**src/inc/mmd_cfg.svh**
```systemverilog
// Notes on behaviour
// - Three-bit partition field splits flash; 111 is all program, data flash starts 0400.
// - Program space shrinks from top; fetches above it go to external memory.
// - 1024-byte data SRAM sits at data address 0, data flash directly above it.
// - Write-select bit in register 8Fh lets data moves reach program-configured flash.
// - Fetches never execute from the flash region assigned to data memory.
// - Lock bit blocks program flash write/erase; data flash stays fully usable.
// - Flash is erased in 128-byte pages; software erases a page before writing.
// - Internal data accesses never show their data on the low address/data port.
// - 64kB data space plus a separate 256-byte scratchpad reached by register access.
// - Direct addresses 80h-FFh are special registers, 00h-7Fh lower scratchpad.
// - Indirect references to 128-255 reach upper scratchpad, not special registers.
// - Bytes 20h-2Fh give 128 bits; bit n lives in byte 20h+n/8, bit n%8.
// - Special register bits exist only at addresses ending in hex 0 or 8.
// - Bit versus byte access is chosen by instruction type, never by address.
// - Four banks of eight working registers at 00h, 08h, 10h, 18h.
// - Working register references use the bank chosen in status word at D0h.
// - Working registers 0 and 1 act as indirect pointers, upper scratchpad included.
// - Partition configuration changes only in flash programming mode.
// - Accesses beyond internal memory go out through the external address/data port.
//
// Holds the address map and reset values of the memory map decoder.
// Assumes inclusion by bare name from the design.
`ifndef MMD_CFG_SVH
`define MMD_CFG_SVH
`define MMD_MWS_ADDR    8'h8F
`define MMD_PSW_ADDR    8'hD0
`define MMD_MWS_RESET   8'h00
`define MMD_PSW_RESET   8'h00
`define MMD_FLASH_MOVE_WRITE_SELECT_BIT_BIT    0
`define MMD_RS_LSB      3
`define MMD_HCF_RESET   4'h7
`define MMD_HCF_LOCK    3
`define MMD_SRAM_TOP    17'h0_0400
`define MMD_DF_BASE     17'h0_0400
`define MMD_FLASH_SIZE  17'h0_8000
`define MMD_BIT_BASE    8'h20
`define MMD_PAGE_LSB    7
`define MMD_SFR_LOW     8'h80
`endif

```
**src/inc/mmd_pkg.sv**
```systemverilog
// Types shared by the memory map decoder.
// Assumes the constants header sits in the include path.
package mmd_pkg;
    typedef enum logic [2:0] {
        MMD_T_NONE,
        MMD_T_SRAM,
        MMD_T_DFLASH,
        MMD_T_PFLASH,
        MMD_T_EXT
    } mmd_tgt_t;

    typedef struct packed {
        logic        valid;
        logic        write;
        logic        erase;
        logic [15:0] addr;
        logic [7:0]  wdata;
    } mmd_xreq_t;

    typedef struct packed {
        logic       valid;
        logic       indirect;
        logic       bit_op;
        logic       wreg;
        logic [7:0] addr;
    } mmd_rreq_t;
endpackage

```
**src/rtl/mmd_decoder.sv**
```systemverilog
// Memory map decoder: program, data and register space target selection.
// Assumes the core presents one request per cycle and the memories answer it.
`include "mmd_cfg.svh"
module mmd_decoder
    import mmd_pkg::*;
(
    input  wire logic        mclk,          // Core clock
    input  wire logic        nrst,          // Sync reset, active low
    input  wire logic        prog_mode_pin, // Flash programming mode pin
    input  wire logic        cfg_we,        // Config write strobe
    input  wire logic [3:0]  cfg_wdata,     // Lock bit and partition field
    input  wire logic        fetch_valid,   // Instruction fetch request
    input  wire logic [15:0] fetch_addr,    // Program counter
    input  wire mmd_xreq_t   xreq,          // Data move request
    input  wire mmd_rreq_t   rreq,          // Register space request
    input  wire logic        sfr_we,        // Register write, byte or bit
    input  wire logic [7:0]  sfr_wdata,     // Register write data
    output mmd_tgt_t         fetch_tgt,     // Fetch target
    output mmd_tgt_t         x_tgt,         // Data move target
    output logic [15:0]      x_mem_addr,    // Offset inside target
    output logic             x_denied,      // Write/erase refused
    output logic [8:0]       erase_page,    // Page of an erase
    output logic             ram_sel,       // Scratchpad selected
    output logic             sfr_sel,       // Special register selected
    output logic [7:0]       byte_addr,     // Resolved byte address
    output logic [2:0]       bit_pos,       // Bit inside byte
    output logic             bit_ok,        // Bit access legal
    output logic [7:0]       ptr_addr,      // Bank address of pointer reg
    output logic [7:0]       sfr_rdata_q,   // Internal register read data
    output logic [7:0]       adlo_q,        // Low address/data port data
    output logic             adlo_oe_q,     // Port drives data phase
    output logic [3:0]       hw_config_q    // Lock bit and partition
);
    //--------------------------------------------------
    // Partition arithmetic
    //--------------------------------------------------
    // Bytes of program flash for a partition code
    function automatic logic [16:0] pm_bytes(input logic [2:0] c);
        unique case (c)
            3'b111:  pm_bytes = 17'h0_8000;
            3'b110:  pm_bytes = 17'h0_7C00;
            3'b101:  pm_bytes = 17'h0_7800;
            3'b100:  pm_bytes = 17'h0_7000;
            3'b011:  pm_bytes = 17'h0_6000;
            3'b010:  pm_bytes = 17'h0_4000;
            default: pm_bytes = 17'h0_0000;
        endcase
    endfunction

    logic       prog_s1_q;
    logic       prog_s2_q;
    logic [7:0] mws_q;
    logic [7:0] psw_q;
    logic [16:0] pm_top;
    logic [16:0] df_end;
    logic [16:0] xa;
    logic        flash_move_write_select_bit;
    logic        lock;

    assign pm_top = pm_bytes(hw_config_q[2:0]);
    assign df_end = `MMD_DF_BASE + (`MMD_FLASH_SIZE - pm_top);
    assign xa     = {1'b0, xreq.addr};
    assign flash_move_write_select_bit   = mws_q[`MMD_FLASH_MOVE_WRITE_SELECT_BIT_BIT];
    assign lock   = hw_config_q[`MMD_HCF_LOCK];

    //--------------------------------------------------
    // Programming mode pin and configuration
    //--------------------------------------------------
    always_ff @(posedge mclk) begin
        if (!nrst) begin
            prog_s1_q <= 1'b0;
            prog_s2_q <= 1'b0;
        end else begin
            prog_s1_q <= prog_mode_pin;
            prog_s2_q <= prog_s1_q;
        end
    end

    always_ff @(posedge mclk) begin
        if (!nrst) begin
            hw_config_q <= `MMD_HCF_RESET;
        end else if (cfg_we && prog_s2_q) begin
            hw_config_q <= cfg_wdata;
        end
    end

    //--------------------------------------------------
    // Program space
    //--------------------------------------------------
    always_comb begin
        fetch_tgt = MMD_T_NONE;
        if (fetch_valid) begin
            // Flash above the program top belongs to data; such fetches leave the chip
            if ({1'b0, fetch_addr} < pm_top) begin
                fetch_tgt = MMD_T_PFLASH;
            end else begin
                fetch_tgt = MMD_T_EXT;
            end
        end
    end

    //--------------------------------------------------
    // Data space
    //--------------------------------------------------
    always_comb begin
        x_tgt      = MMD_T_NONE;
        x_mem_addr = xreq.addr;
        x_denied   = 1'b0;
        if (xreq.valid) begin
            if (flash_move_write_select_bit && xa < pm_top) begin
                x_tgt    = MMD_T_PFLASH;
                x_denied = (xreq.write || xreq.erase) && lock;
            end else if (xa < `MMD_SRAM_TOP) begin
                x_tgt = MMD_T_SRAM;
            end else if (xa < df_end) begin
                x_tgt      = MMD_T_DFLASH;
                x_mem_addr = xreq.addr - 16'h0400;
            end else begin
                x_tgt = MMD_T_EXT;
            end
        end
    end

    assign erase_page = xreq.addr[15:`MMD_PAGE_LSB];

    //--------------------------------------------------
    // Register space
    //--------------------------------------------------
    always_comb begin
        ram_sel   = 1'b0;
        sfr_sel   = 1'b0;
        byte_addr = rreq.addr;
        bit_pos   = 3'h0;
        bit_ok    = 1'b0;
        if (rreq.valid) begin
            if (rreq.wreg) begin
                byte_addr = {3'b000, psw_q[`MMD_RS_LSB +: 2], rreq.addr[2:0]};
                ram_sel   = 1'b1;
            end else if (rreq.bit_op) begin
                bit_pos = rreq.addr[2:0];
                bit_ok  = 1'b1;
                if (rreq.addr[7]) begin
                    byte_addr = {rreq.addr[7:3], 3'b000};
                    sfr_sel   = 1'b1;
                end else begin
                    byte_addr = `MMD_BIT_BASE + {4'h0, rreq.addr[6:3]};
                    ram_sel   = 1'b1;
                end
            end else if (rreq.indirect) begin
                ram_sel = 1'b1;
            end else if (rreq.addr >= `MMD_SFR_LOW) begin
                sfr_sel = 1'b1;
            end else begin
                ram_sel = 1'b1;
            end
        end
    end

    // Scratchpad address of pointer register 0 or 1 in the current bank
    assign ptr_addr = {3'b000, psw_q[`MMD_RS_LSB +: 2], 2'b00, rreq.addr[0]};

    //--------------------------------------------------
    // Internal special registers
    //--------------------------------------------------
    always_ff @(posedge mclk) begin
        if (!nrst) begin
            mws_q <= `MMD_MWS_RESET;
        end else if (sfr_we && sfr_sel && byte_addr == `MMD_MWS_ADDR && !bit_ok) begin
            mws_q <= sfr_wdata;
        end
    end

    always_ff @(posedge mclk) begin
        if (!nrst) begin
            psw_q <= `MMD_PSW_RESET;
        end else if (sfr_we && sfr_sel && byte_addr == `MMD_PSW_ADDR) begin
            if (bit_ok) begin
                psw_q[bit_pos] <= sfr_wdata[0];
            end else begin
                psw_q <= sfr_wdata;
            end
        end
    end

    always_ff @(posedge mclk) begin
        if (!nrst) begin
            sfr_rdata_q <= 8'h00;
        end else if (sfr_sel && byte_addr == `MMD_MWS_ADDR) begin
            sfr_rdata_q <= mws_q;
        end else if (sfr_sel && byte_addr == `MMD_PSW_ADDR) begin
            sfr_rdata_q <= psw_q;
        end else begin
            sfr_rdata_q <= 8'h00;
        end
    end

    //--------------------------------------------------
    // Low address/data port, data phase
    //--------------------------------------------------
    always_ff @(posedge mclk) begin
        if (!nrst) begin
            adlo_q    <= 8'h00;
            adlo_oe_q <= 1'b0;
        end else if (xreq.valid && xreq.write && x_tgt == MMD_T_EXT) begin
            adlo_q    <= xreq.wdata;
            adlo_oe_q <= 1'b1;
        end else begin
            adlo_q    <= 8'h00;
            adlo_oe_q <= xreq.valid;
        end
    end
endmodule

```
**config.mk**
```make
export PLATFORM = sky130hd
export DESIGN_NAME = mmd_decoder
export DESIGN_NICKNAME = d
export VERILOG_FILES = /design/src/inc/mmd_pkg.sv /design/src/rtl/mmd_decoder.sv
export VERILOG_INCLUDE_DIRS = /design/src /design/src/inc
export SDC_FILE = /design/constraint.sdc
export NUM_CORES = 1
export LEC_CHECK = 0
export BUFFER_PORTS_ARGS = -buffer_cell sky130_fd_sc_hd__clkbuf_2
export CORE_ASPECT_RATIO = 0.5
export CORE_UTILIZATION = 45
export CTS_CLUSTER_SIZE = 30
export DETAILED_ROUTE_END_ITERATION = 8
export GPL_TIMING_DRIVEN = 0
export PLACE_DENSITY = 0.87
export SLEW_MARGIN = 20
export SYNTH_ARGS = -nofsm -noshare
export SYNTH_HDL_FRONTEND = slang
export SYNTH_SLANG_ARGS = --single-unit
```
**constraint.sdc**
```tcl
create_clock -name mclk -period 3.25 [get_ports mclk]
set_clock_uncertainty 0.15 [all_clocks]
set_input_delay 0.1625 -clock mclk [delete_from_list [all_inputs] [get_ports mclk]]
set_output_delay 0.1625 -clock mclk [all_outputs]
set_load 0.01 [all_outputs]
```
# == Word-level counts from Yosys, hierarchy flattened ==
# Index checks and enable logic that the tools add are counted.
# op_classes
add_sub_neg,4
mul,0
div_mod_pow,0
magnitude_cmp,7
n_eq_ne,9
n_shift,0
mux,42
bitwise_logic,0
n_reduce_logical,15
# ops
op,n
16-bit case mux with 6 select lines,1
16-bit 2-to-1 mux,4
8-bit 2-to-1 mux,7
16-bit by 17-bit less-than comparator with 1-bit output,3
3-bit 2-to-1 mux,9
1-bit 2-to-1 mux,19
11-bit by 17-bit adder with 17-bit output (first input constant),1
16-bit by 17-bit subtractor with 17-bit output (first input constant),1
8-bit == test (second input constant),2
16-bit by 11-bit less-than comparator with 1-bit output (second input constant),1
16-bit by 11-bit subtractor with 16-bit output (second input constant),1
3-bit == test (second input constant),5
1-bit logical AND,12
8-bit bitwise mux,1
8-bit >= comparator (second input constant),1
6-bit by 4-bit adder with 7-bit output (first input constant),1
3-bit by 2-bit == test with 1-bit output (second input constant),2
3-bit by 4-bit less-than comparator with 1-bit output (second input constant),1
1-bit demux with 3-bit select,1
3-bit by 1-bit >= comparator with 1-bit output (second input constant),1
2-bit AND reduction,1
1-bit zero test,1
1-bit logical OR,1
# totals
register_bits,39
latchBits,0
mem_bits_rw,0
romBits,0
output_inout_bits,75
word_cells,85
memories,0

# == Longest topological paths before layout ==
# Gate-level depths: netlist of the first run.
# logic_depth
word_depth,12
mapped_depth,12
depth_no_buf,10

# == Worst setup path after synthesis of the first run ==
# OpenSTA, ideal clock, no wires.
# synth_timing
path_kind,register to output
from,register hw_config_q[1]
to,output x_tgt[2]
t_arrival_ns,2.636
t_required_ns,2.938
setup_slack_ns,0.301
stages_incl_launch_ff,13
path_cell_list,dfxtp_1 -> clkbuf_1 -> xor2_1 -> nand2_1 -> ha_1 -> inv_1 -> ha_1 -> a21o_1 -> a31oi_1 -> o21ai_1 -> or3b_2 -> clkbuf_1 -> inv_1
# synth_via
elab_chain_cells,9
elab_cells_between_ends,16
classes_between,add/sub: 2; order compare: 2; eq/ne: 6; mux: 5; reduce/logical: 1
# synth_rtl
element,line_no,rtl
from (decl),mmd_decoder.sv:32,output logic [3:0] hw_config_q
from (signal assigned),mmd_decoder.sv:81,hw_config_q <= `MMD_HCF_RESET;
from (signal assigned),mmd_decoder.sv:83,hw_config_q <= cfg_wdata;
3-bit by 2-bit == test with 1-bit output or 3-bit == test (tied branches),mmd_decoder.sv:39,unique case (c)
16-bit case mux with 6 select lines *,mmd_decoder.sv:39,
16-bit by 17-bit subtractor with 17-bit output (no line),-,
11-bit by 17-bit adder with 17-bit output (no line),-,
16-bit by 17-bit less-than comparator with 1-bit output,mmd_decoder.sv:115,end else if (xa < df_end) begin
3-bit 2-to-1 mux,mmd_decoder.sv:115,
3-bit 2-to-1 mux,mmd_decoder.sv:113,end else if (xa < `MMD_SRAM_TOP) begin
3-bit 2-to-1 mux *,mmd_decoder.sv:110,if (flash_move_write_select_bit && xa < pm_top) begin
3-bit 2-to-1 mux *,mmd_decoder.sv:109,if (xreq.valid) begin
to (decl),mmd_decoder.sv:19,"output mmd_tgt_t x_tgt,"
# Every way passes the cells marked *; elsewhere a longest branch is shown, timed or not.

# == Worst setup path after layout of the first run ==
# layout_timing
from,register hw_config_q[1]
to,output x_mem_addr[15]
# layout_via
elab_chain_cells,9
elab_cells_between_ends,16
classes_between,add/sub: 2; order compare: 2; eq/ne: 6; mux: 5; reduce/logical: 1
# layout_rtl
element,line_no,rtl
3-bit by 2-bit == test with 1-bit output or 3-bit == test (tied branches),mmd_decoder.sv:39,
16-bit case mux with 6 select lines *,mmd_decoder.sv:39,
16-bit by 17-bit subtractor with 17-bit output (no line),-,
11-bit by 17-bit adder with 17-bit output (no line),-,
16-bit by 17-bit less-than comparator with 1-bit output,mmd_decoder.sv:115,
16-bit 2-to-1 mux,mmd_decoder.sv:115,
16-bit 2-to-1 mux,mmd_decoder.sv:113,
16-bit 2-to-1 mux *,mmd_decoder.sv:110,
16-bit 2-to-1 mux *,mmd_decoder.sv:109,
to (decl),mmd_decoder.sv:20,"output logic [15:0] x_mem_addr,"
# Marks and branches as above.

==> flow_metrics.py, run 1 <==
metrics = {
    "placed_design": {
        "place_area_sq_um": 3570,
        "dpl.cell_count": 568,
        "gp_congestion": 0.8667,
        "port_buffers": 118,
        "dp_hpwl_um": 5515,
    },
    "clock_network": {
        "clock_path_buffers": 2,
        "htree_levels": 2,
        "cts_tree": "built",
        "clock_sinks": 39,
        "cts_root_buffer": "clkbuf_16",
        "clk_pin_slew_worst_paths_ns": 0.06,
        "numCtsBuffers": 5,
        "insertion_delay_ns": 0.28,
    },
    "critical_path": {
        "path_class": "flip-flop to primary output",
        "setup.worst_path.start_class": "flip-flop",
        "r2r.worst_path.cells": 10,
        "critPathCaptureType": "primary output",
        "required_ns": 2.94,
        "path_max_fanout": 9,
        "cp.arrival_ns": 2.82,
    },
    "timing": {
        "fin_tns_setup_ns": 0,
        "period_minus_slack_ns": 3.130,
        "setup_viol": 0,
        "clock.fmax_mhz": 319.5,
        "min_period_over_period": 0.9630,
        "relSlewSlack": 0.4977,
        "holdWs_ns": 0.002117,
        "slew_viol_final": 0,
        "tightestPinTransition_ns": 0.7478,
        "finalHoldViolCount": 0,
    },
    "synth": {
        "syn_inst": 358,
        "yosysSeqAreaShare": 0.2736,
        "yosys.area.top_type": "dfxtp_1",
        "synth_area_sq_um": 2854,
        "synthDistinctLibCells": 53,
        "post-synth-top-count-cell": "nand2_1",
        "synth_flop_cell": "dfxtp_1",
        "synth_top_family_by_area": "simple AND/OR/NAND/NOR gates",
        "syn_avg_cell_area_sq_um": 7.972,
        "yosysWarnings": 0,
        "muxShareOfSynthArea": 0.05831,
        "async_flop_share": 0,
        "synth_adder_area_share": 0.07891,
        "ys_ff_latch": 39,
        "yosys.area.top_type_share": 0.2736,
        "synth-compound-area-share": 0.1745,
        "synth_commonest_cells": "47 x nand2_1, 39 x dfxtp_1, 28 x buf_4, 26 x nor2_1, 23 x nand3_1",
        "synth_xor_area_frac": 0.01228,
        "synth_simple_gate_area_share": 0.2779,
        "yosys-top-cells-area": "dfxtp_1 27%, ha_1 7.9%, buf_4 7.4%",
        "synth-edff-count": 0,
    },
    "power": {
        "p_sw_frac": 0.2626,
        "pwr-share-comb": 0.254,
        "vdd_ir_drop_max_v": 0.0002557,
        "p_leak_uw": 0.001852,
        "power.switching_uw": 390.8,
        "p_per_area_nw_per_um2": 375.5,
        "p_clk_frac": 0.417,
        "internal_power_uw": 1097,
        "seq_power_share": 0.329,
    },
    "floorplan": {
        "die_x_um": 114.6,
        "core-area_sq_um": 6106,
        "io_pins": 148,
        "die_area_sq_um": 6684,
        "row_count": 20,
        "initial_core_util": 0.4674,
        "die_y_um": 58.31,
    },
    "final_layout": {
        "fill_cells": 530,
        "area_delta_synth_final_pct": 38.84,
        "antennaDiodeCount": 0,
        "finalInstanceArea_sq_um": 3963,
        "layoutNonFillerInstCount": 588,
        "fin_nets": 590,
        "drive_above_1_share": 0.3820,
    },
    "detailed_routing": {
        "via_per_inst": 5.116,
        "routedWlPerCell_um": 12.89,
        "wl_um": 7578,
        "firstDrtPassIters": 5,
        "initialDrtViolationCount": 183,
        "vias": 3008,
        "drc": 0,
        "ant_nets": 0,
    },
    "worst_hold_path": {
        "hp-class": "input pin to flip-flop",
        "whs_path_depth": 3,
    },
    "global_route": {
        "grt_usage": 0.2209,
        "grt_start_max_net_pins": 13,
        "grt_pass1_vias": 2614,
        "antenna_found_initial": 0,
        "grt.overflow.total": 0,
        "grt_pass1_wl_um": 11760,
    },
    "run": {
        "maxCapViolCount": 0,
    },
    "outcome": {
        "outcome": "finished clean",
    },
}
stage by stage:
step	setup WS (ns)	util	power (uW)
after global placement	0.002581	0.5846	831.1
after floorplan	0.3012	-	718.1
after global routing	-0.02261	0.6490	1556
final	0.1203	0.6490	1488
after CTS	-0.01518	0.6395	1471
after detailed placement	-0.03459	0.5846	840.2
layout make-up:
type                            instances  area, sq um  area share
Tap cell                               88        110.1     0.02779
Clock inverter                          2        60.06     0.01516
Inverter                               11        43.79     0.01105
Sequential cell                        39        789.5      0.1992
Timing Repair Buffer                  133        738.2      0.1863
Clock buffer                            6        128.9     0.03252
Multi-Input combinational cell        263         1795      0.4531
Buffer                                 46        296.5     0.07483
registers in the layout, indices dropped and copies added (netlist names):
register,cells
psw_q,8
sfr_rdata_q,8
mws_q,8
prog_s2_q,1
prog_s1_q,1
hw_config_q,4
adlo_oe_q,1
adlo_q,8
logic make-up (layout without fill, tap and decap cells):
| logic type | count (synthesis) | after routing |
|---|---|---|
| flip-flops | 39 | 39 |
| AO/OA/AOI/OAI | 68 | 68 |
| multiplexers | 16 | 16 |
| buffers and inverters | 60 | 198 |
| XOR/XNOR | 4 | 4 |
| other | 1 | 5 |
| AND/OR/NAND/NOR | 152 | 152 |
| adder cells (fa/ha/maj) | 18 | 18 |
power by group through the flow:
stage	registers (uW)	logic (uW)	clock network (uW)
after floorplan	502	216	0
after global placement	499	332	0
after detailed placement	499	341	0
after CTS	491	357	624
after global routing	491	417	648
final	490	378	620
layer usage:
layer	track usage	up-vias	routed length [um]
li1	-	1513	-
met1	0.2794	1337	3341
met2	0.3922	150	3654
met3	0.02884	8	495
met4	0.08534	0	87
met5	0	-	0
placed cells by master, fill, tap and decap left out, types with 3 or more instances in the layout:
cell type and count:
nand2b_1 4, o21ai_0 17, a21o_1 7, o21a_1 3, nand3_1 23, a21oi_1 7
nor4_1 9, clkbuf_1 13, dlygate4sd3_1 14, nor2_1 26, inv_1 9, clkbuf_16 5
mux2i_1 11, o31ai_1 3, nor2b_1 8, clkbuf_2 118, nand2_1 47, mux2_2 5
o22ai_1 8, ha_1 18, and2_1 9, buf_4 29, nor3_1 8, buf_2 3
or3_1 4, conb_1 5, dfxtp_1 36, o221a_2 5
critical path, cell delays in order, from the launching register on:
cell      delay (ns)
dfxtp_4         0.38
xor2_1          0.14
nand2_1         0.13
ha_1            0.30
inv_1           0.04
ha_1            0.32
a21o_1          0.22
a31oi_4         0.18
o21ai_4         0.11
nor4b_4         0.23
mux2_2          0.36
clkbuf_2        0.12
what timing repair did:
item | in CTS | in global routing
hold buffers | 14 | 0
pin swaps | 0 | 2
setup buffers | 0 | 1
hold endpoints to repair | 14 | 0
resized for setup | 5 | 10
setup endpoints to repair | 7 | 7
final timing paths:
check            startpoint             end  slack, ns
max          hw_config_q[1]  x_mem_addr[15]       0.12
min            sfr_wdata[7]        mws_q[7]      0.002
max reg2reg  hw_config_q[1]       adlo_q[1]       0.61
min reg2reg       prog_s1_q       prog_s2_q       0.31
No activity file was read; power rests on OpenSTA's default activity.
==> inputs of run 2 (changes only) <==
--- a/config.mk
+++ b/config.mk
@@ -8,11 +8,11 @@
 export LEC_CHECK = 0
 export BUFFER_PORTS_ARGS = -buffer_cell sky130_fd_sc_hd__clkbuf_2
 export CORE_ASPECT_RATIO = 0.5
-export CORE_UTILIZATION = 45
+export CORE_UTILIZATION = 42
 export CTS_CLUSTER_SIZE = 30
 export DETAILED_ROUTE_END_ITERATION = 8
 export GPL_TIMING_DRIVEN = 0
-export PLACE_DENSITY = 0.87
+export PLACE_DENSITY = 0.85
 export SLEW_MARGIN = 20
 export SYNTH_ARGS = -nofsm -noshare
 export SYNTH_HDL_FRONTEND = slang
==> constraint.sdc (replaced) <==
create_clock -name mclk -period 2.7 [get_ports mclk]
set_clock_uncertainty 0.15 [all_clocks]
set_input_delay 0.135 -clock mclk [delete_from_list [all_inputs] [get_ports mclk]]
set_output_delay 0.135 -clock mclk [all_outputs]
set_load 0.01 [all_outputs]
==> run 2 against run 1 <==
Effect of this change:
- the flow now finishes with violations (setup timing)
- combinational power is 50% higher
- clock power is 6.5% higher
- worst setup slack worse by 0.36 ns
- power is 22% higher
- non-clock buffer count is 21 higher
- critical path type unchanged
==> flow_metrics.py, run 2 (synthesis gave the netlist of run 1 again) <==
metrics = {
    "placed_design": {
        "dp_hpwl_um": 5631,
        "port_buffers": 118,
        "gp_congestion": 0.8893,
        "dpl.cell_count": 568,
        "place_area_sq_um": 3597,
    },
    "critical_path": {
        "slowest_stage": "dfxtp_4",
        "worst-path-buf-inv": 3,
        "crit_start": "hw_config_q[1]",
        "cp_num_cells": 12,
        "cp.arrival_ns": 2.66,
        "critPathCaptureType": "primary output",
        "rr_startpoint": "hw_config_q[1]",
        "cpMostUsedCell": "ha_4",
        "path_cells": "xor2_1 > nand2_2 > ha_4 > inv_2 > ha_4 > a21o_1 > a31oi_4 > o21ai_4 > buf_6 > nor3_4 > mux2_4 > clkbuf_2",
        "r2r_slack_ns": 0.07,
        "setup.worst_path.start_class": "flip-flop",
        "path_class": "flip-flop to primary output",
        "crit_family": "adder cells",
        "cpPeakStageDelay_ns": 0.37,
        "r2r.worst_path.cells": 11,
        "required_ns": 2.41,
        "path_max_fanout": 5,
    },
    "final_layout": {
        "antennaDiodeCount": 0,
        "layoutNonFillerInstCount": 609,
        "final_core_utilization": 0.6881,
        "final_cell_mix": "114 x clkbuf_2, 44 x nand2_1, 40 x buf_4",
        "finalInstanceArea_sq_um": 4339,
        "area_delta_synth_final_pct": 52.04,
        "drive_above_1_share": 0.4338,
        "fin_nets": 611,
        "final_common_cell": "clkbuf_2",
    },
    "detailed_routing": {
        "wl_um": 8519,
        "wl_met1_um": 3473,
        "met2_length_um": 4395,
        "ant_nets": 0,
        "vias": 3188,
        "top_layer_used": "met4",
        "via_per_inst": 5.235,
        "routedWlPerCell_um": 13.99,
        "drc": 0,
        "firstDrtPassIters": 6,
        "initialDrtViolationCount": 219,
        "route.met3.wl_um": 493,
    },
    "power": {
        "p_leak_uw": 0.001995,
        "p_per_area_nw_per_um2": 418.3,
        "vdd_ir_drop_max_v": 0.0003532,
    },
    "timing": {
        "setup_viol": 8,
        "min_period_over_period": 1.089,
        "tightestPinTransition_ns": 0.7663,
        "finalHoldViolCount": 0,
        "worst_slack_ns": -0.2407,
        "fin_tns_setup_ns": -1.540,
        "rsz0062_at_grt": "yes",
        "holdWs_ns": 0.02599,
        "relSlewSlack": 0.4853,
        "clock.fmax_mhz": 340.1,
        "period_minus_slack_ns": 2.941,
        "slew_viol_final": 0,
    },
    "clock_network": {
        "insertion_delay_ns": 0.28,
        "clk_pin_slew_worst_paths_ns": 0.05,
        "clock_sinks": 39,
        "cts_tree": "built",
        "numCtsBuffers": 5,
        "clock_path_buffers": 2,
        "htree_levels": 2,
        "cts_root_buffer": "clkbuf_16",
    },
    "global_route": {
        "grt_pass1_wl_um": 12740,
        "antenna_found_initial": 0,
        "grt_pass1_vias": 2788,
        "grt.overflow.total": 0,
        "grt_start_max_net_pins": 14,
        "grt_usage": 0.2240,
    },
    "outcome": {
        "outcome": "finished, violations left",
        "violations": "setup timing",
    },
    "floorplan": {
        "initial_core_util": 0.4526,
        "die_area_sq_um": 7149,
        "io_pins": 148,
        "die_x_um": 118.6,
        "core-area_sq_um": 6306,
        "die_y_um": 60.29,
        "row_count": 20,
    },
    "run": {
        "maxCapViolCount": 0,
    },
    "worst_hold_path": {
        "hp-class": "input pin to flip-flop",
        "min_from": "cfg_we",
        "whs_path_depth": 3,
    },
}
run 2: cell count changes in the layout (fill, tap and decap cells not counted), sizes merged:
| cell | change |
|---|---|
| bufinv | -1 |
| clkbuf | -5 |
| dlygate4sd3 | +6 |
| buf | +19 |
| clkinv | +2 |
run 2: per-layer routing:
metal / track usage / vias to the layer above
li1: - / 1561
met1: 0.2556 / 1465
met2: 0.4486 / 141
met3: 0.02195 / 21
met4: 0.07957 / 0
met5: 0 / -
run 2: final timing paths:
check	to
max reg2reg	adlo_q[0]
min reg2reg	prog_s2_q
max	x_mem_addr[14]
min	hw_config_q[2]
run 2: worst register-to-register path: cells and delay by family (launching register included):
family,cells,cell delay (ns)
DFF,1,0.37
and+or+nand+nor,5,0.89
xor gates and xnor gates,1,0.18
adders and majority gates,2,0.52
AOI/OAI and AO/OA,2,0.29
buffers and inverters,1,0.18
run 2: per-stage QoR:
step	total power, uW	setup WS, ns
floorplan	870.9	0.0006466
global placement	1007	-0.2075
detailed placement	1019	-0.2217
CTS	1751	-0.2098
global route	1887	-0.3150
finish	1815	-0.2407
run 2: cell type report:
type	count	area [sq um]
inverters	11	43.79
clock inverters	3	43.79
repair buffers	153	919.6
well taps	88	110.1
clock buffers	5	125.1
multi-input cells	263	1997
fillers	470	1967
flip-flops and latches	39	788.3
plain buffers	47	311.5
run 2: report_power, final:
part / switching [uW] / total [uW] / internal (uW)
Sequential: 4.95 / 588 / 583
Clock: 225 / 660 / 435
Combinational: 296 / 567 / 271
Total: 526 / 1810 / 1290
run 2: repair_timing:
item                                    CTS  global route
hold buffers                             20             0
hold endpoints to repair                 20             0
pin swaps                                11             8
resized for setup                        32            26
endpoints found under the setup margin   18            11
buffers inserted                          8             7
